[src/rtl/sarx_regs.vh]
`ifndef SARX_REGS_VH
`define SARX_REGS_VH

// Register byte offsets within the port window
`define SARX_OFF_CTRL 12'h100
`define SARX_OFF_BUFCTL 12'h104
`define SARX_OFF_BUFSTA 12'h108
`define SARX_OFF_DATA 12'h10c
`define SARX_OFF_DETCTL 12'h110
`define SARX_OFF_DETSTA 12'h114

// receiver_control fields
`define SARX_CTRL_EN 0
`define SARX_CTRL_FMT 2:1
`define SARX_CTRL_SLOT 3
`define SARX_CTRL_WIDTH 5:4
`define SARX_CTRL_SMCLK 6
`define SARX_CTRL_ROLE 7
`define SARX_CTRL_RST 8'h60

// rx_buffer_control fields
`define SARX_BCTL_RELEASE 0
`define SARX_BCTL_DEN 1
`define SARX_BCTL_IEN 2
`define SARX_BCTL_OS 5:4
`define SARX_BCTL_DMAW 7
`define SARX_BCTL_RST 8'h00

// rx_buffer_state fields
`define SARX_BSTA_ER 8
`define SARX_BSTA_IP 7
`define SARX_BSTA_EMPTY 6

// rate_detect_control fields
`define SARX_DCTL_EN 0
`define SARX_DCTL_TH 3:1
`define SARX_DCTL_TIM 5:4
`define SARX_DCTL_IE 8
`define SARX_DCTL_MUTE 12
`define SARX_DCTL_RST 13'h0000

// rate_detect_status fields
`define SARX_DSTA_TO 11
`define SARX_DSTA_SRC 10
`define SARX_DSTA_CHW 8

// Encodings
`define SARX_FMT_I2S 2'h0
`define SARX_FMT_LJ 2'h1
`define SARX_FMT_RJ 2'h2
`define SARX_FMT_TDM 2'h3
`define SARX_W16 2'h0
`define SARX_W20 2'h1
`define SARX_OS_DMA 2'h1

// Buffer geometry and timing counts
`define SARX_DEPTH 7'h20
`define SARX_HALF 7'h10
`define SARX_BCLK_HALF 4'h4

`endif

[src/rtl/sarx_sync.v]
`default_nettype none

module sarx_sync #(
	parameter W = 1
) (
	input wire clk, // System clock
	input wire arst_n, // Asynchronous reset, active low
	input wire [W-1:0] din, // Foreign-domain inputs
	output reg [W-1:0] dout // Filtered, synchronised levels
);

	reg [W-1:0] s1_reg;
	reg [W-1:0] s2_reg;
	reg [W-1:0] s3_reg;

	// Three stages; a bit moves only once stages two and three agree
	always @(posedge clk or negedge arst_n) begin
		if (!arst_n) begin
			s1_reg <= {W{1'b0}};
			s2_reg <= {W{1'b0}};
			s3_reg <= {W{1'b0}};
			dout <= {W{1'b0}};
		end else begin
			s1_reg <= din;
			s2_reg <= s1_reg;
			s3_reg <= s2_reg;
			dout <= (s3_reg & ~(s2_reg ^ s3_reg)) | (dout & (s2_reg ^ s3_reg));
		end
	end

endmodule // sarx_sync

`default_nettype wire

[src/rtl/sarx_top.v]
// What this block does
// - Role bit: 0 master clocks, 1 slave
// - Slave master clock: internal or pad
// - Width field: 16, 20, 24 bits
// - Slot size: 32 or 16 bit clocks
// - Format: I2S, left, right, TDM framing
// - Capture only while receiver enabled
// - DMA transfer width 32 or 16 bits
// - Consumer select: processor or DMA engine
// - Half full sets pending, irq, request
// - Buffer held reset until release written
// - Bus write while full flags error
// - 32x24 buffer, sample read in 31:8
// - Mute forces zero samples on change
// - Rate change irq only when enabled
// - Detect period two or four frames
// - Threshold is (field plus one) times 8
// - Detection only slave and enabled
// - Frame period count, cleared first enable
// - Detection timeout sets pending flag
// - Rate change sets pending flag
// - Width change sets pending flag
// - Ratio code 32/64/128/256, else error
// - Mute holds until rate pending cleared
`default_nettype none
`include "sarx_regs.vh"

module sarx_top (
	input wire clk, // System clock, 10 MHz
	input wire arst_n, // Asynchronous reset, active low
	input wire hsel, // AHB slave select
	input wire [31:0] haddr, // AHB address
	input wire [1:0] htrans, // AHB transfer type
	input wire hwrite, // AHB write
	input wire [2:0] hsize, // AHB size, words only
	input wire [31:0] hwdata, // AHB write data
	input wire hready, // AHB bus ready
	output reg [31:0] hrdata, // AHB read data
	output reg hreadyout, // AHB slave ready
	output reg hresp, // AHB response, always OKAY
	input wire bclkIn, // Bit clock pin input
	output reg bclkOut, // Bit clock pin output
	output reg bclkOe_n, // Bit clock drive enable, low drives
	input wire lrclkIn, // Frame clock pin input
	output reg lrclkOut, // Frame clock pin output
	output reg lrclkOe_n, // Frame clock drive enable, low drives
	input wire dataIn, // Serial data pin
	input wire srdClkIn, // Detection sampling clock
	output reg mclkFromPad, // Master clock mux: 1 pad, 0 internal
	output reg audioMuted, // Output path forced to zero
	output reg bufferIrq, // Half full interrupt
	output reg detectIrq, // Rate change interrupt
	output reg dmaReq, // Half full DMA request
	output reg dmaHalfWord // DMA transfer size: 1 is 16 bits
);

	reg [7:0] ctrl_reg;
	reg [7:0] bufCtl_reg;
	reg [12:0] detCtl_reg;
	reg phase_reg;
	reg wr_reg;
	reg [11:0] addr_reg;
	reg [3:0] divCnt_reg;
	reg [6:0] frameCnt_reg;
	reg bclkPrev_reg;
	reg lrPrev_reg;
	reg srdPrev_reg;
	reg lrLast_reg;
	reg armed_reg;
	reg [4:0] bitCnt_reg;
	reg [31:0] shift_reg;
	reg [23:0] mem [0:31];
	reg [5:0] wrPtr_reg;
	reg [5:0] rdPtr_reg;
	reg halfPrev_reg;
	reg halfPend_reg;
	reg bufErr_reg;
	reg started_reg;
	reg [14:0] acc_reg;
	reg [1:0] perCnt_reg;
	reg [9:0] bclkAcc_reg;
	reg [12:0] frameCount_reg;
	reg cntValid_reg;
	reg [2:0] ratio_reg;
	reg ratioValid_reg;
	reg toPend_reg;
	reg srcPend_reg;
	reg chwPend_reg;
	reg everEn_reg;
	reg enPrev_reg;
	wire [3:0] syncOut;
	wire bclkS = syncOut[0];
	wire lrS = syncOut[1];
	wire dataS = syncOut[2];
	wire srdS = syncOut[3];

	// Pins from outside the clock domain
	sarx_sync #(.W(4)) uSync (
		.clk(clk),
		.arst_n(arst_n),
		.din({srdClkIn, dataIn, lrclkIn, bclkIn}),
		.dout(syncOut)
	);

	wire receiver_enable = ctrl_reg[`SARX_CTRL_EN];
	wire slave = ctrl_reg[`SARX_CTRL_ROLE];
	wire [1:0] fmt = ctrl_reg[`SARX_CTRL_FMT];
	wire slot16 = ctrl_reg[`SARX_CTRL_SLOT];
	wire [1:0] width = ctrl_reg[`SARX_CTRL_WIDTH];
	wire isTdm = (fmt == `SARX_FMT_TDM);
	wire [4:0] slotLast = slot16 ? 5'h0f : 5'h1f;
	wire [6:0] frameLast = isTdm ? {slotLast, 2'h3} : {1'b0, slotLast, 1'b1};

	// Master bit clock is a divided system clock; frame clock moves on falling bclk
	wire divWrap = (divCnt_reg == `SARX_BCLK_HALF - 4'h1);
	wire genRise = receiver_enable & ~slave & divWrap & ~bclkOut;
	wire [6:0] frameNext = (frameCnt_reg == frameLast) ? 7'h00 : frameCnt_reg + 7'h01;
	wire firstSlot = (frameNext[6:0] <= {2'h0, slotLast});
	wire inFirstHalf = isTdm ? firstSlot : (frameNext <= {2'h0, slotLast});
	wire lrGen = (fmt == `SARX_FMT_I2S) ? ~inFirstHalf : inFirstHalf;

	always @(posedge clk or negedge arst_n) begin
		if (!arst_n) begin
			divCnt_reg <= 4'h0;
			frameCnt_reg <= 7'h00;
			bclkOut <= 1'b0;
			lrclkOut <= 1'b0;
			bclkOe_n <= 1'b1;
			lrclkOe_n <= 1'b1;
			mclkFromPad <= 1'b1;
		end else begin
			bclkOe_n <= slave;
			lrclkOe_n <= slave;
			mclkFromPad <= slave & ctrl_reg[`SARX_CTRL_SMCLK];
			if (!receiver_enable || slave) begin
				divCnt_reg <= 4'h0;
				frameCnt_reg <= frameLast;
				bclkOut <= 1'b0;
				lrclkOut <= 1'b0;
			end else if (divWrap) begin
				divCnt_reg <= 4'h0;
				bclkOut <= ~bclkOut;
				if (bclkOut) begin
					frameCnt_reg <= frameNext;
					lrclkOut <= lrGen;
				end
			end else begin
				divCnt_reg <= divCnt_reg + 4'h1;
			end
		end
	end

	// Unified bit strobe for either role
	wire bitRise = slave ? (bclkS & ~bclkPrev_reg) : genRise;
	wire lrLevel = slave ? lrS : lrclkOut;
	wire lrEdge = isTdm ? (lrLevel & ~lrLast_reg) : (lrLevel ^ lrLast_reg);
	reg [4:0] bitCnt_next;
	reg [31:0] shift_next;
	reg [23:0] word;
	reg wordDone;

	// Slot position and sample extraction
	always @* begin
		shift_next = {shift_reg[30:0], dataS};
		bitCnt_next = lrEdge ? 5'h00 : (bitCnt_reg == slotLast) ? 5'h00 : bitCnt_reg + 5'h01;
		if (fmt == `SARX_FMT_I2S)
			wordDone = armed_reg & (bitCnt_next == 5'h00);
		else
			wordDone = armed_reg & (bitCnt_next == slotLast);
		if (slot16)
			word = {shift_next[15:0], 8'h00};
		else if (fmt == `SARX_FMT_RJ && width == `SARX_W16)
			word = {shift_next[15:0], 8'h00};
		else if (fmt == `SARX_FMT_RJ && width == `SARX_W20)
			word = {shift_next[19:0], 4'h0};
		else if (fmt == `SARX_FMT_RJ)
			word = shift_next[23:0];
		else
			word = shift_next[31:8];
		// Narrow samples keep their top bits only
		if (width == `SARX_W16)
			word = {word[23:8], 8'h00};
		else if (width == `SARX_W20)
			word = {word[23:4], 4'h0};
		if (audioMuted)
			word = 24'h000000;
	end

	// Right-justified with 16-bit slots is invalid, so nothing is captured
	wire fmtValid = ~(slot16 & (fmt == `SARX_FMT_RJ));
	wire pushReq = receiver_enable & bitRise & wordDone & fmtValid;

	always @(posedge clk or negedge arst_n) begin
		if (!arst_n) begin
			bclkPrev_reg <= 1'b0;
			lrPrev_reg <= 1'b0;
			srdPrev_reg <= 1'b0;
			lrLast_reg <= 1'b0;
			armed_reg <= 1'b0;
			bitCnt_reg <= 5'h00;
			shift_reg <= 32'h00000000;
		end else begin
			bclkPrev_reg <= bclkS;
			lrPrev_reg <= lrS;
			srdPrev_reg <= srdS;
			if (!receiver_enable) begin
				armed_reg <= 1'b0;
				bitCnt_reg <= 5'h00;
				lrLast_reg <= lrLevel;
			end else if (bitRise) begin
				lrLast_reg <= lrLevel;
				bitCnt_reg <= bitCnt_next;
				shift_reg <= shift_next;
				if (lrEdge)
					armed_reg <= 1'b1;
			end
		end
	end

	// Receive buffer: pointers one bit wider than the index
	wire [5:0] level = wrPtr_reg - rdPtr_reg;
	wire released = bufCtl_reg[`SARX_BCTL_RELEASE];
	wire empty = (level == 6'h00);
	wire full = ({1'b0, level} == `SARX_DEPTH);
	wire busAccess = phase_reg;
	wire dataRead = busAccess & ~wr_reg & (addr_reg == `SARX_OFF_DATA);
	wire dataWrite = busAccess & wr_reg & (addr_reg == `SARX_OFF_DATA);
	wire doPush = pushReq & released & ~full; // Overflowing samples are dropped
	wire doPop = dataRead & ~empty;
	wire halfLevel = ({1'b0, level} >= `SARX_HALF);
	wire [4:0] levelReport = full ? 5'h1f : level[4:0];
	wire halfW1c = busAccess & wr_reg & (addr_reg == `SARX_OFF_BUFSTA) & hwdata[`SARX_BSTA_IP];
	wire errW1c = busAccess & wr_reg & (addr_reg == `SARX_OFF_BUFSTA) & hwdata[`SARX_BSTA_ER];

	// Storage without reset; only the pointers carry state
	always @(posedge clk) begin
		if (doPush)
			mem[wrPtr_reg[4:0]] <= word;
	end

	always @(posedge clk or negedge arst_n) begin
		if (!arst_n) begin
			wrPtr_reg <= 6'h00;
			rdPtr_reg <= 6'h00;
			halfPrev_reg <= 1'b0;
			halfPend_reg <= 1'b0;
			bufErr_reg <= 1'b0;
		end else begin
			if (!released) begin
				wrPtr_reg <= 6'h00;
				rdPtr_reg <= 6'h00;
			end else begin
				if (doPush)
					wrPtr_reg <= wrPtr_reg + 6'h01;
				if (doPop)
					rdPtr_reg <= rdPtr_reg + 6'h01;
			end
			halfPrev_reg <= halfLevel;
			// Set wins over a same-cycle write-one clear
			halfPend_reg <= (halfLevel & ~halfPrev_reg) | (halfPend_reg & ~halfW1c);
			bufErr_reg <= (dataWrite & full) | (bufErr_reg & ~errW1c);
		end
	end

	// Rate and width detection, slave role only
	wire detActive = receiver_enable & slave & detCtl_reg[`SARX_DCTL_EN];
	wire lrRise = lrS & ~lrPrev_reg;
	wire srdRise = srdS & ~srdPrev_reg;
	wire bRise = bclkS & ~bclkPrev_reg;
	wire [1:0] perLast = detCtl_reg[4] ? 2'h3 : 2'h1;
	wire [12:0] newCount = detCtl_reg[4] ? acc_reg[14:2] : acc_reg[13:1];
	wire [12:0] diff = (newCount > frameCount_reg) ? newCount - frameCount_reg :
		frameCount_reg - newCount;
	wire [6:0] thresh = {{1'b0, detCtl_reg[`SARX_DCTL_TH]} + 4'h1, 3'h0};
	wire endWindow = detActive & started_reg & lrRise & (perCnt_reg == perLast);
	wire rateSet = endWindow & cntValid_reg & (diff > {6'h00, thresh});
	wire timeoutSet = detActive & started_reg & ~lrRise & (acc_reg == 15'h7fff);
	reg [2:0] ratioCode;
	wire widthSet = detActive & started_reg & lrRise & ratioValid_reg & (ratioCode != ratio_reg);
	wire stW1c = busAccess & wr_reg & (addr_reg == `SARX_OFF_DETSTA);
	wire enRise = receiver_enable & ~enPrev_reg;

	// Bit clocks per frame mapped onto the ratio code
	always @* begin
		case (bclkAcc_reg)
			10'd32: ratioCode = 3'h0;
			10'd64: ratioCode = 3'h1;
			10'd128: ratioCode = 3'h2;
			10'd256: ratioCode = 3'h3;
			default: ratioCode = 3'h4;
		endcase
	end

	always @(posedge clk or negedge arst_n) begin
		if (!arst_n) begin
			started_reg <= 1'b0;
			acc_reg <= 15'h0000;
			perCnt_reg <= 2'h0;
			bclkAcc_reg <= 10'h000;
			frameCount_reg <= 13'h0000;
			cntValid_reg <= 1'b0;
			ratio_reg <= 3'h0;
			ratioValid_reg <= 1'b0;
			everEn_reg <= 1'b0;
			enPrev_reg <= 1'b0;
		end else begin
			enPrev_reg <= receiver_enable;
			if (enRise)
				everEn_reg <= 1'b1;
			if (enRise && !everEn_reg)
				frameCount_reg <= 13'h0000;
			else if (endWindow)
				frameCount_reg <= newCount;
			if (!detActive) begin
				started_reg <= 1'b0;
				acc_reg <= 15'h0000;
				perCnt_reg <= 2'h0;
				bclkAcc_reg <= 10'h000;
				cntValid_reg <= 1'b0;
				ratioValid_reg <= 1'b0;
			end else if (lrRise) begin
				started_reg <= 1'b1;
				bclkAcc_reg <= 10'h000;
				if (started_reg) begin
					ratio_reg <= ratioCode;
					ratioValid_reg <= 1'b1;
				end
				if (!started_reg || endWindow) begin
					acc_reg <= 15'h0000;
					perCnt_reg <= 2'h0;
					cntValid_reg <= started_reg;
				end else begin
					perCnt_reg <= perCnt_reg + 2'h1;
				end
			end else if (timeoutSet) begin
				started_reg <= 1'b0; // Frame clock lost: restart the window
				acc_reg <= 15'h0000;
			end else begin
				if (srdRise)
					acc_reg <= acc_reg + 15'h0001;
				if (bRise && bclkAcc_reg != 10'h3ff)
					bclkAcc_reg <= bclkAcc_reg + 10'h001;
			end
		end
	end

	// Pending flags, mute and side outputs
	always @(posedge clk or negedge arst_n) begin
		if (!arst_n) begin
			toPend_reg <= 1'b0;
			srcPend_reg <= 1'b0;
			chwPend_reg <= 1'b0;
			audioMuted <= 1'b0;
			bufferIrq <= 1'b0;
			detectIrq <= 1'b0;
			dmaReq <= 1'b0;
			dmaHalfWord <= 1'b0;
		end else begin
			toPend_reg <= timeoutSet | (toPend_reg & ~(stW1c & hwdata[`SARX_DSTA_TO]));
			srcPend_reg <= rateSet | (srcPend_reg & ~(stW1c & hwdata[`SARX_DSTA_SRC]));
			chwPend_reg <= widthSet | (chwPend_reg & ~(stW1c & hwdata[`SARX_DSTA_CHW]));
			// Mute follows the rate pending flag so software releases both at once
			if (detCtl_reg[`SARX_DCTL_MUTE] && (rateSet || widthSet))
				audioMuted <= 1'b1;
			else if (!srcPend_reg)
				audioMuted <= 1'b0;
			detectIrq <= detCtl_reg[`SARX_DCTL_IE] & srcPend_reg;
			bufferIrq <= bufCtl_reg[`SARX_BCTL_IEN] & halfPend_reg;
			dmaReq <= bufCtl_reg[`SARX_BCTL_DEN] & halfLevel &
				(bufCtl_reg[`SARX_BCTL_OS] == `SARX_OS_DMA);
			dmaHalfWord <= bufCtl_reg[`SARX_BCTL_DMAW];
		end
	end

	// Register read mux, sampled into hrdata in the wait cycle
	reg [31:0] rdMux;
	always @* begin
		case (addr_reg)
			`SARX_OFF_CTRL: rdMux = {24'h000000, ctrl_reg};
			`SARX_OFF_BUFCTL: rdMux = {24'h000000, bufCtl_reg[7], 1'b0, bufCtl_reg[5:4], 1'b0,
				bufCtl_reg[2:0]};
			`SARX_OFF_BUFSTA: rdMux = {23'h000000, bufErr_reg, halfPend_reg, empty, 1'b0,
				levelReport};
			`SARX_OFF_DATA: rdMux = empty ? 32'h00000000 :
				{mem[rdPtr_reg[4:0]], 8'h00};
			`SARX_OFF_DETCTL: rdMux = {19'h00000, detCtl_reg};
			`SARX_OFF_DETSTA: rdMux = {7'h00, frameCount_reg, toPend_reg, srcPend_reg, 1'b0,
				chwPend_reg, 5'h00, ratio_reg};
			default: rdMux = 32'h00000000;
		endcase
	end

	// AHB-Lite slave with one wait state on every transfer
	always @(posedge clk or negedge arst_n) begin
		if (!arst_n) begin
			phase_reg <= 1'b0;
			wr_reg <= 1'b0;
			addr_reg <= 12'h000;
			hrdata <= 32'h00000000;
			hreadyout <= 1'b1;
			hresp <= 1'b0;
			ctrl_reg <= `SARX_CTRL_RST;
			bufCtl_reg <= `SARX_BCTL_RST;
			detCtl_reg <= `SARX_DCTL_RST;
		end else begin
			hresp <= 1'b0;
			if (phase_reg) begin
				phase_reg <= 1'b0;
				hreadyout <= 1'b1;
				hrdata <= wr_reg ? 32'h00000000 : rdMux;
				if (wr_reg) begin
					case (addr_reg)
						`SARX_OFF_CTRL: ctrl_reg <= hwdata[7:0];
						`SARX_OFF_BUFCTL: bufCtl_reg <= {hwdata[7], 1'b0, hwdata[5:4], 1'b0,
							hwdata[2:0]};
						`SARX_OFF_DETCTL: detCtl_reg <= {hwdata[12], 3'h0, hwdata[8], 2'h0,
							hwdata[5:0]};
						default: ctrl_reg <= ctrl_reg;
					endcase
				end
			end else if (hsel && hready && htrans[1]) begin
				phase_reg <= 1'b1;
				hreadyout <= 1'b0;
				wr_reg <= hwrite;
				addr_reg <= haddr[11:0];
			end
		end
	end

endmodule // sarx_top

`default_nettype wire

[config.mk]
export PLATFORM = sky130hd
export DESIGN_NAME = sarx_top
export DESIGN_NICKNAME = d
export VERILOG_FILES = /design/src/rtl/sarx_sync.v /design/src/rtl/sarx_top.v
export VERILOG_INCLUDE_DIRS = /design/src /design/src/rtl
export SDC_FILE = /design/constraint.sdc
export NUM_CORES = 1
export LEC_CHECK = 0
export BUFFER_PORTS_ARGS = -buffer_cell sky130_fd_sc_hd__buf_2
export CAP_MARGIN = 20
export CORE_MARGIN = 3
export CORE_UTILIZATION = 60
export DETAILED_ROUTE_END_ITERATION = 12
export HOLD_SLACK_MARGIN = 0.08
export PLACE_DENSITY_LB_ADDON = 0.25
export SYNTH_ARGS = -nofsm -noshare
export SYNTH_HDL_FRONTEND = slang
export SYNTH_SLANG_ARGS = --single-unit
[constraint.sdc]
create_clock -name clk -period 6.6 [get_ports clk]
set_input_delay 1.32 -clock clk [delete_from_list [all_inputs] [get_ports clk]]
set_output_delay 1.32 -clock clk [all_outputs]
set_load 0.01 [all_outputs]
Yosys cells after proc, flatten, opt, wreduce, memory -nomap -nowiden
Memory sizes are Yosys's and may differ from the RTL's.
Cells that the tools add are included.
{"block": "op_classes", "addsub": 12, "n_lt_le_gt_ge": 4, "eq_ne": 36, "n_mux": 77, "n_bitwise": 82, "reduce_logical": 33}
{"op": "case mux 32 bit (6 select lines)", "count": 1}
{"op": "2-to-1 mux 24 bit", "count": 5}
{"op": "2-to-1 mux 15 bit", "count": 5}
{"op": "== test 12 x 9 -> 1 bit (second input constant)", "count": 6}
{"op": "2-to-1 mux 32 bit", "count": 2}
{"op": "2-to-1 mux 13 bit", "count": 4}
{"op": "bitwise AND 1 bit", "count": 51}
{"op": "2-to-1 mux 10 bit", "count": 4}
{"op": "2-to-1 mux 7 bit", "count": 5}
{"op": "2-to-1 mux 1 bit", "count": 32}
{"op": "2-to-1 mux 5 bit", "count": 6}
{"op": "subtractor 13 bit", "count": 2}
{"op": "2-to-1 mux 6 bit", "count": 4}
{"op": "inverter 1 bit", "count": 20}
{"op": "AND reduction 2 bit", "count": 8}
{"op": "adder 15 x 1 -> 15 bit (second input constant)", "count": 1}
{"op": "== test 15 bit (second input constant)", "count": 1}
{"op": "!= test 2 x 1 -> 1 bit (second input constant)", "count": 7}
{"op": "> comparator 13 bit", "count": 1}
{"op": "> comparator 13 x 7 -> 1 bit", "count": 1}
{"op": "adder 6 x 1 -> 6 bit (second input constant)", "count": 2}
{"op": "2-to-1 mux 4 bit", "count": 3}
{"op": "case mux 3 bit (4 select lines)", "count": 1}
{"op": "AND reduction 3 bit", "count": 4}
{"op": "42 further kinds", "count": 68}
{"block": "word_totals", "ff_bits": 212, "mem_bits_rw": 768, "in_bits": 78, "output_inout_bits": 44, "word_cells": 293, "n_memories": 1}
{"name": "mem", "words": 32, "word_bits": 24, "read_ports": 1, "rd_clocked_by_memory_dff": 0, "write_ports": 1, "line": "sarx_top.v:72", "text": "reg [23:0] mem [0:31];"}

Logic depth before layout (Yosys ltp)
Gate-level depths: netlist of run 1.
{"block": "depth", "word_depth": 13, "mapped_depth": 23, "mapped_depth_nobuf": 19}

By module
A second synthesis of run 1 with hierarchy kept.
{"block": "hier_totals", "hier_cells": 2405, "area_unflattened_um2": 41387.2}
{"module": "sarx_top", "n_inst": 1, "cells_each": 2385, "area_per_inst_um2": 40941.8, "seq_area_each_um2": 27973.1}
{"module": "sarx_sync", "n_inst": 1, "cells_each": 20, "area_per_inst_um2": 445.4, "seq_area_each_um2": 400.4}

Worst setup path after synthesis of run 1
Ideal clock, no wire load.
{"block": "synth_timing", "path_kind": "register to register", "startpoint": "register rdPtr_reg[1]", "endpoint": "memory mem[13][0], enable pin", "setup_time_ns": 0.435, "arrival_time_ns": 4.576, "required_time_ns": 6.165, "setup_slack_ns": 1.589, "path_stages_with_launch": 14, "path_buffers": 3, "period_less_slack_ns": 5.011, "path_cell_list": "dfrtp_1 -> clkbuf_1 -> clkbuf_1 -> buf_1 -> inv_1 -> ha_1 -> nor2b_1 -> o21ai_2 -> a21boi_1 -> o21ai_0 -> a21oi_1 -> o31a_1 -> nand2_1 -> nor3_1"}
{"block": "synth_via", "elab_chain_len": 6}
{"element": "start: declaration", "line": "sarx_top.v:74", "text": "reg [5:0] rdPtr_reg;"}
{"element": "start signal: assignment", "line": "sarx_top.v:256", "text": "rdPtr_reg <= rdPtr_reg + 6'h01;"}
{"element": "subtractor 6 bit", "line": "sarx_top.v:221", "text": "wire [5:0] level = wrPtr_reg - rdPtr_reg;"}
{"element": "== test 6 bit (no source line)"}
{"element": "inverter 1 bit", "line": "sarx_top.v:228", "text": "wire doPush = pushReq & released & ~full;"}
{"element": "bitwise AND 1 bit", "line": "sarx_top.v:228"}
{"element": "2-to-1 mux 1 bit", "line": "sarx_top.v:237", "text": "if (doPush)"}
{"element": "2-to-1 mux 1 bit (not written as such)", "line": "sarx_top.v:238", "text": "mem[wrPtr_reg[4:0]] <= word;"}
{"element": "end: declaration", "line": "sarx_top.v:72"}
Every way passes these cells.

Worst setup path after layout of run 1
{"block": "layout_timing", "startpoint": "register detCtl_reg[4]", "endpoint": "register srcPend_reg"}
{"block": "layout_via", "elab_chain_len": 6, "word_cells_on_any_way": 12, "cone_classes": "2 x add/sub; 2 x order compare; 1 x eq/ne; 3 x mux; 4 x bitwise"}
{"element": "start: declaration", "line": "sarx_top.v:59", "text": "reg [12:0] detCtl_reg;"}
{"element": "start signal: assignment", "line": "sarx_top.v:404", "text": "detCtl_reg <= `SARX_DCTL_RST;"}
{"element": "start signal: assignment", "line": "sarx_top.v:416", "text": "`SARX_OFF_DETCTL: detCtl_reg <= {hwdata[12], 3'h0, hwdata[8], 2'h0,"}
{"element": "2-to-1 mux 13 bit or 2-to-1 mux 2 bit (tied branches)", "line": "sarx_top.v:271, sarx_top.v:270"}
{"element": "subtractor 13 bit, or another cell as far along", "line": "sarx_top.v:273", "text": "frameCount_reg - newCount;"}
{"element": "2-to-1 mux 13 bit or bitwise AND 1 bit (tied branches)", "line": "sarx_top.v:272, sarx_top.v:275"}
{"element": "> comparator 13 x 7 -> 1 bit or bitwise AND 1 bit (tied branches)", "line": "sarx_top.v:276", "text": "wire rateSet = endWindow & cntValid_reg & (diff > {6'h00, thresh});"}
{"element": "bitwise AND 1 bit *", "line": "sarx_top.v:276"}
{"element": "OR 1 bit *", "line": "sarx_top.v:360", "text": "srcPend_reg <= rateSet | (srcPend_reg & ~(stW1c & hwdata[`SARX_DSTA_SRC]));"}
{"element": "end signal: assignment", "line": "sarx_top.v:360"}
{"element": "end: declaration", "line": "sarx_top.v:87", "text": "reg srcPend_reg;"}
Every way passes the cells marked *; elsewhere a longest branch is shown, timed or not.
A chain may end at the register's enable or synchronous reset.

==> metrics.md, run 1 <==
| Metric | Value |
|---|---|
| Result of the run | `finished clean` |
| Number of DRC markers after the initial detailed-route iteration | `2749` |
| Maximum achievable frequency | `189 MHz` |
| Vias in the first global route | `23400` |
| Wirelength, routed | `100000 um` |
| Die height | `268 um` |
| Number of enable-type register cells in the synthesized netlist | `768` |
| Maximum buffer depth of the clock tree | `3` |
| CTS hold repair buffers | `0` |
| Post-layout min period | `5.28 ns` |
| Top cells by area in the synthesized netlist | `edfxtp_1 56%, mux4_2 13%, dfrtp_1 13%` |
| Slew at the pin closest to its max-slew limit | `1.17 ns` |
| Worst relative slew slack | `21.9%` |
| Area of the die | `71900 um2` |
| Remaining antenna violation count | `0` |
| Clock transition at the registers of the reported paths | `0.06 ns` |
| Clk network pwr share | `45.0%` |
| Post-route insts no fill | `3493` |
| Post-placement worst setup slack | `1.38 ns` |
| Post-CTS Setup Inserts | `0` |
| Total routing resource utilization after global routing | `28.5%` |
| Worst setup path startpoint | `detCtl_reg[4]` |
| Crit Path Class | `flip-flop to flip-flop` |
| Final net count | `2670` |
| Endpoint class of the critical path | `flip-flop` |
| Initial antenna violation count | `0` |
| Crit start category | `flip-flop` |
| Worst Hold Class | `flip-flop to flip-flop` |
| Number of cells on the worst reg-to-reg path | `18` |
| Max VDD drop | `267 uV` |
| Ordered cell list for the critical path | `mux2i_1 > inv_1 > ha_1 > nand3_1 > o221ai_1 > o31ai_1 > nand2_1 > o311ai_1 > nand3_1 > xor2_1 > ha_1 > nand3_1 > nor2_1 > nand2_1 > mux2i_1 > nand3_1 > a32oi_1 > o211ai_1` |
| Placement-stage cell area | `43100 um2` |
| Fraction of power consumed by sequential logic | `54.0%` |
| Chip Width | `268 um` |
| Post-synthesis instance total | `2407` |
| Summed negative setup slack over all endpoints | `0 ns` |
| Standard-cell row count | `95` |
| Number of H-tree levels | `3` |
| Largest fanout of any net on the critical path | `18` |
| Required time reported for the critical path endpoint | `7.11 ns` |
| Area growth from synthesis to final layout | `13.1%` |
| RSZ-0062 raised after global routing | `no` |
| Synthesized area per cell | `17.1 um2` |
| Worst hold stages | `0` |
| Final routed DRC violation total | `0` |
| Worst endpoint data arrival time | `5.79 ns` |
| # Max-Cap Violations | `0` |
| Final design instance area without fill | `46600 um2` |
| Final setup margin | `1.32 ns` |
| Synth Cell Area | `41200 um2` |
| FF/Latch Area | `28400 um2` |
| I/O pin count | `122` |
| TritonCTS clock tree | `yes` |
| Wire length of the first global-routing pass | `150000 um` |
| Power, Total | `12.3 mW` |
| CP max stage delay | `0.92 ns` |
| Core area | `67600 um2` |
| Flip-flop count of the largest register after layout | `768` |
| Antenna cells | `0` |
| Endpoints failing setup | `0` |
| Sw frac | `19.9%` |
| RD Place Congestion | `0.883` |
| Clock latency on the worst-skew pair | `0.67 ns` |
| Max-slew violation count | `0` |
| Num CTS Buffers | `97` |
| Internal power of the cells | `9.87 mW` |
| Relative contribution of combinational cells to total power | `1.0%` |
| Wirelength per Cell | `28.7 um` |
| Via count of the routed design | `23200` |
| Synthesis Warnings | `0` |
| Number of sinks on the clock net | `980` |
| Async SR Flop Fraction | `21.6%` |
| Worst hold slack | `0.362 ns` |
| Cells after DPL | `3297` |
| Dominant synthesized flop cell | `edfxtp_1` |
| Critical R2R Launch | `detCtl_reg[4]` |
| Final core occ | `68.9%` |
| # fillers | `4255` |
| Final HPWL DP | `56800 um` |
| Vias/cell | `6.64` |
| Share of the cycle needed by the critical path after routing | `80.0%` |
| Most frequent cells after synthesis | `768 x edfxtp_1, 243 x mux4_2, 207 x dfrtp_1` |
| Maximum number of pins on one net before global-route repair | `104` |
| Psw | `2.45 mW` |
| Number of gates resized after CTS | `0` |
| Aggregate global routing overflow | `0` |
| Number of nets produced by synthesis | `2538` |
| Cell Pwr Density | `264 nW/um2` |
| Synth unique cells | `80` |
| Seq cells post-synth | `980` |
| Most numerous cell in the Yosys netlist | `edfxtp_1` |
| Slowest-stage cell, CP | `dfrtp_1` |
| Hold Violations, Final | `0` |
| Biggest area consumer among synthesized cells | `edfxtp_1` |
| Worst-case clock skew | `0.0406 ns` |
| Share of final-layout standard cells stronger than drive strength 1 | `25.6%` |
| Clock root buffer | `clkbuf_16` |
| Most frequent cell on the critical path | `nand3_1` |
| Start point of the worst min-delay path | `uSync.s1_reg[1]` |
| Fraction of the yosys area taken by sequential cells | `68.8%` |
| Area of combinational cells with multiple inputs | `12500 um2` |
| Leakage dissipation | `17.8 nW` |
| Area fraction of the dominant cell type after synthesis | `55.9%` |
| Initial core utilization | `60.9%` |
| Number of buffers added on ports | `76` |
| Number of detailed-route iterations in the first pass | `7` |
## worst max-delay path: cells and delay by family, from the launching register on
family          cells  cell delay, ns
simple gates        7            1.18
mux                 2            0.62
compound gates      5            1.32
fa+ha+maj           2            0.80
xor+xnor            1            0.17
flops               1            0.92
buf+inv             1            0.08
## area by class of cell
| class | count | share of cell area [%] |
|---|---|---|
| Sequential cell | 980 | 60.9 |
| Multi-Input combinational cell | 1257 | 26.9 |
| Clock buffer | 122 | 5.51 |
| Timing Repair Buffer | 149 | 2.62 |
| Tap cell | 873 | 2.34 |
| Clock inverter | 58 | 1.34 |
| Inverter | 54 | 0.437 |
## power by group through the flow
stage | logic, mW | registers (mW) | clock network [mW]
global route | 0.137 | 6.66 | 5.84
floorplan | 0.0768 | 6.76 | 0
finish | 0.122 | 6.66 | 5.54
detailed placement | 0.123 | 6.78 | 0
global placement | 0.119 | 6.78 | 0
CTS | 0.124 | 6.66 | 5.60
## placed cells by master, fill, tap and decap left out, types with 13 or more instances in the layout
cell / count
a211oi_1: 20
a21oi_1: 60
a21oi_2: 14
a22oi_1: 17
and3_1: 19
buf_2: 75
buf_4: 48
buf_8: 14
clkbuf_1: 20
clkbuf_16: 97
clkinv_1: 18
clkinv_2: 21
dfrtp_1: 204
edfxtp_1: 768
ha_1: 50
inv_1: 52
mux2_2: 59
mux2i_1: 68
mux4_2: 243
nand2_1: 171
nand3_1: 49
nand4_1: 15
nor2_1: 98
nor2_4: 28
nor2b_1: 16
nor3_1: 22
o211ai_1: 22
o21ai_0: 46
o21ai_1: 18
or3_1: 13
xnor2_1: 23
xor2_1: 27
## routing by layer
metal,GRT usage (%),part of all wire (%),wire length (um)
met5,0,0,0
met4,8.95,3.0,3010
met3,5.24,8.6,8630
met2,46.1,49,49500
met1,40.5,39,38900
## worst paths after layout
path	endpoint	slack, ns
max reg2reg	srcPend_reg	1.32
min in group asynchronous	frameCnt_reg[2]	0.70
min reg2reg	uSync.s2_reg[1]	0.36
min	uSync.s2_reg[1]	0.36
max	srcPend_reg	1.32
max in group asynchronous	acc_reg[7]	4.53
## kinds of logic after synthesis
kind of cell / after synthesis / synth area share (%)
flops: 980 / 68.8
simple gates: 495 / 5.69
mux: 370 / 16.5
compound gates: 284 / 4.45
buf+inv: 170 / 1.66
fa+ha+maj: 57 / 1.76
xor+xnor: 50 / 1.06
other cells: 1 / 0.00910
Note: power is estimated with default switching activity, not from simulation.
==> run 2, diff against run 1 <==
==> constraint.sdc (replaced) <==
create_clock -name clk -period 5.5 [get_ports clk]
set_input_delay 1.1 -clock clk [delete_from_list [all_inputs] [get_ports clk]]
set_output_delay 1.1 -clock clk [all_outputs]
set_load 0.01 [all_outputs]
==> metrics.md, run 2 (synthesis gave the netlist of run 1 again) <==
| Metric | Value |
|---|---|
| Initial antenna violation count | `0 (unchanged)` |
| Final HPWL DP | `55900 um (was 56800 um)` |
| Start point of the worst min-delay path | `uSync.s1_reg[1] (unchanged)` |
| Worst-case clock skew | `0.0429 ns (was 0.0406 ns)` |
| Final net count | `2680 (was 2670)` |
| TritonCTS clock tree | `yes (unchanged)` |
| Wirelength, routed | `98800 um (was 100000 um)` |
| Number of gates resized after CTS | `0 (unchanged)` |
| Share of the cycle needed by the critical path after routing | `89.9% (was 80.0%)` |
| Worst relative slew slack | `26.3% (was 21.9%)` |
| Flip-flop count of the largest register after layout | `768 (unchanged)` |
| Wirelength per Cell | `28.2 um (was 28.7 um)` |
| Slowest-stage cell, CP | `dfrtp_1 (unchanged)` |
| Number of detailed-route iterations in the first pass | `6 (was 7)` |
| Wire length of the first global-routing pass | `148000 um (was 150000 um)` |
| WP buf/inv | `2 (was 1)` |
| Final routed DRC violation total | `0 (unchanged)` |
| Commonest cells after routing, fill and taps aside | `768 x edfxtp_1, 243 x mux4_2, 204 x dfrtp_1, 171 x nand2_1, 98 x nor2_1 (unchanged)` |
| Number of H-tree levels | `3 (unchanged)` |
| CP max stage delay | `0.73 ns (was 0.92 ns)` |
| Via count of the routed design | `23200 (about the same)` |
| Clock transition at the registers of the reported paths | `0.06 ns (about the same)` |
| Share of final-layout standard cells stronger than drive strength 1 | `26.1% (was 25.6%)` |
| Maximum number of pins on one net before global-route repair | `140 (was 104)` |
| Worst hold stages | `0 (unchanged)` |
| Worst endpoint data arrival time | `5.44 ns (was 5.79 ns)` |
| RSZ-0062 raised after global routing | `no (unchanged)` |
| Crit start category | `flip-flop (unchanged)` |
| Max VDD drop | `288 uV (was 267 uV)` |
| # Max-Cap Violations | `0 (unchanged)` |
| End point of the worst hold path | `uSync.s2_reg[1] (unchanged)` |
| Remaining antenna violation count | `0 (unchanged)` |
| Num CTS Buffers | `94 (was 97)` |
| Chip Width | `268 um (unchanged)` |
| Most common library cell in the layout ignoring fill and taps | `edfxtp_1 (unchanged)` |
| Worst R2R Setup Slack | `0.56 ns (was 1.32 ns)` |
| Core area | `67600 um2 (unchanged)` |
| Total routing resource utilization after global routing | `28.3% (was 28.5%)` |
| Required time reported for the critical path endpoint | `6.00 ns (was 7.11 ns)` |
| Worst Hold Class | `flip-flop to flip-flop (unchanged)` |
| Post-CTS Setup Inserts | `0 (unchanged)` |
| Clock latency on the worst-skew pair | `0.66 ns (was 0.67 ns)` |
| Antenna cells | `0 (unchanged)` |
| Area growth from synthesis to final layout | `12.9% (was 13.1%)` |
| Clock root buffer | `clkbuf_16 (unchanged)` |
| Number of cells on the worst reg-to-reg path | `19 (was 18)` |
| Endpoint class of the critical path | `flip-flop (unchanged)` |
| Maximum buffer depth of the clock tree | `3 (unchanged)` |
| Vias in the first global route | `23400 (about the same)` |
| Number of sinks on the clock net | `980 (unchanged)` |
| Standard-cell row count | `95 (unchanged)` |
| Capture point of the worst reg-to-reg path | `srcPend_reg (unchanged)` |
| Max-slew violation count | `0 (unchanged)` |
| Kind of cell adding the most delay to the critical path | `simple AND/OR/NAND/NOR gates (was compound AO/OA/AOI/OAI gates)` |
| Number of buffers added on ports | `76 (unchanged)` |
| Post-layout min period | `4.94 ns (was 5.28 ns)` |
| Aggregate global routing overflow | `0 (unchanged)` |
| Leakage dissipation | `17.8 nW (about the same)` |
| Largest fanout of any net on the critical path | `18 (unchanged)` |
| Die height | `268 um (unchanged)` |
| Crit Path Class | `flip-flop to flip-flop (unchanged)` |
| I/O pin count | `122 (unchanged)` |
| Placement-stage cell area | `43200 um2 (was 43100 um2)` |
| Maximum achievable frequency | `202 MHz (was 189 MHz)` |
| Area of the die | `71900 um2 (unchanged)` |
| Final design instance area without fill | `46500 um2 (was 46600 um2)` |
| Endpoints failing setup | `0 (unchanged)` |
| Summed negative setup slack over all endpoints | `0 ns (unchanged)` |
| Worst hold slack | `0.360 ns (was 0.362 ns)` |
| Most frequent cell on the critical path | `nand3_1 (unchanged)` |
| Ordered cell list for the critical path | `mux2i_1 > inv_1 > ha_1 > nand3_1 > o221ai_1 > o31ai_1 > nand2_1 > buf_4 > mux2i_1 > nand3_1 > xor2_1 > ha_1 > nand3_1 > nor2_1 > nand2_1 > mux2i_1 > nand3_1 > a32oi_1 > o211ai_1 (was mux2i_1 > inv_1 > ha_1 > nand3_1 > o221ai_1 > o31ai_1 > nand2_1 > o311ai_1 > nand3_1 > xor2_1 > ha_1 > nand3_1 > nor2_1 > nand2_1 > mux2i_1 > nand3_1 > a32oi_1 > o211ai_1)` |
| CTS hold repair buffers | `0 (unchanged)` |
| Initial core utilization | `60.9% (unchanged)` |
| Critical R2R Launch | `detCtl_reg[4] (unchanged)` |
| RD Place Congestion | `0.874 (was 0.883)` |
| Cell Pwr Density | `312 nW/um2 (was 264 nW/um2)` |
| Slew at the pin closest to its max-slew limit | `1.10 ns (was 1.17 ns)` |
| Result of the run | `finished clean (unchanged)` |
| Hold Violations, Final | `0 (unchanged)` |
| Vias/cell | `6.62 (was 6.64)` |
| Number of DRC markers after the initial detailed-route iteration | `2662 (was 2749)` |
==> run 2: how the worst max path moves through the flow <==
stage / startpoint / end / cells after the start
floorplan: rdPtr_reg[1] / mem[13][0] / 13
global placement: detCtl_reg[4] / srcPend_reg / 19
detailed placement: detCtl_reg[4] / srcPend_reg / 19
CTS: detCtl_reg[4] / srcPend_reg / 19
global route: detCtl_reg[4] / srcPend_reg / 19
finish: detCtl_reg[4] / srcPend_reg / 19
==> run 2: metrics by stage <==
stage | std cells | setup slack, ns | utilization, % | total power, mW
2_1_floorplan | 2407 | 0.489 | - | 8.20
3_3_place_gp | 3305 | 0.529 | 63.8 | 8.28
3_5_place_dp | 3309 | 0.533 | 63.9 | 8.29
4_1_cts | 3481 | 0.515 | 68.4 | 14.6
5_1_grt | 3498 | 0.0552 | 68.8 | 14.9
6_report | 3498 | 0.556 | 68.8 | 14.5
==> run 2: layer usage <==
layer	global-route usage, %	part of all wire, %	wire length, um	vias to the layer above
met5	0	0	0	-
met4	10.4	3.6	3550	0
met3	5.00	9.0	8850	236
met2	46.0	49	48500	1189
met1	39.1	38	37800	12000
li1	-	-	-	9793
==> run 2: cell type report <==
| cell class | instances | area [um2] |
|---|---|---|
| Tap cell | 873 | 1090 |
| Multi-Input combinational cell | 1257 | 12500 |
| Sequential cell | 980 | 28400 |
| Timing Repair Buffer | 162 | 1280 |
| Clock inverter | 52 | 552 |
| Clock buffer | 120 | 2520 |
| Inverter | 54 | 204 |
| Fill cell | 4272 | 21100 |
==> run 2: power by group <==
group,internal [mW],total [mW],switching [mW]
logic,0.0583,0.151,0.0930
clock network,3.68,6.39,2.71
registers,7.94,7.99,0.0489
total,11.7,14.5,2.85
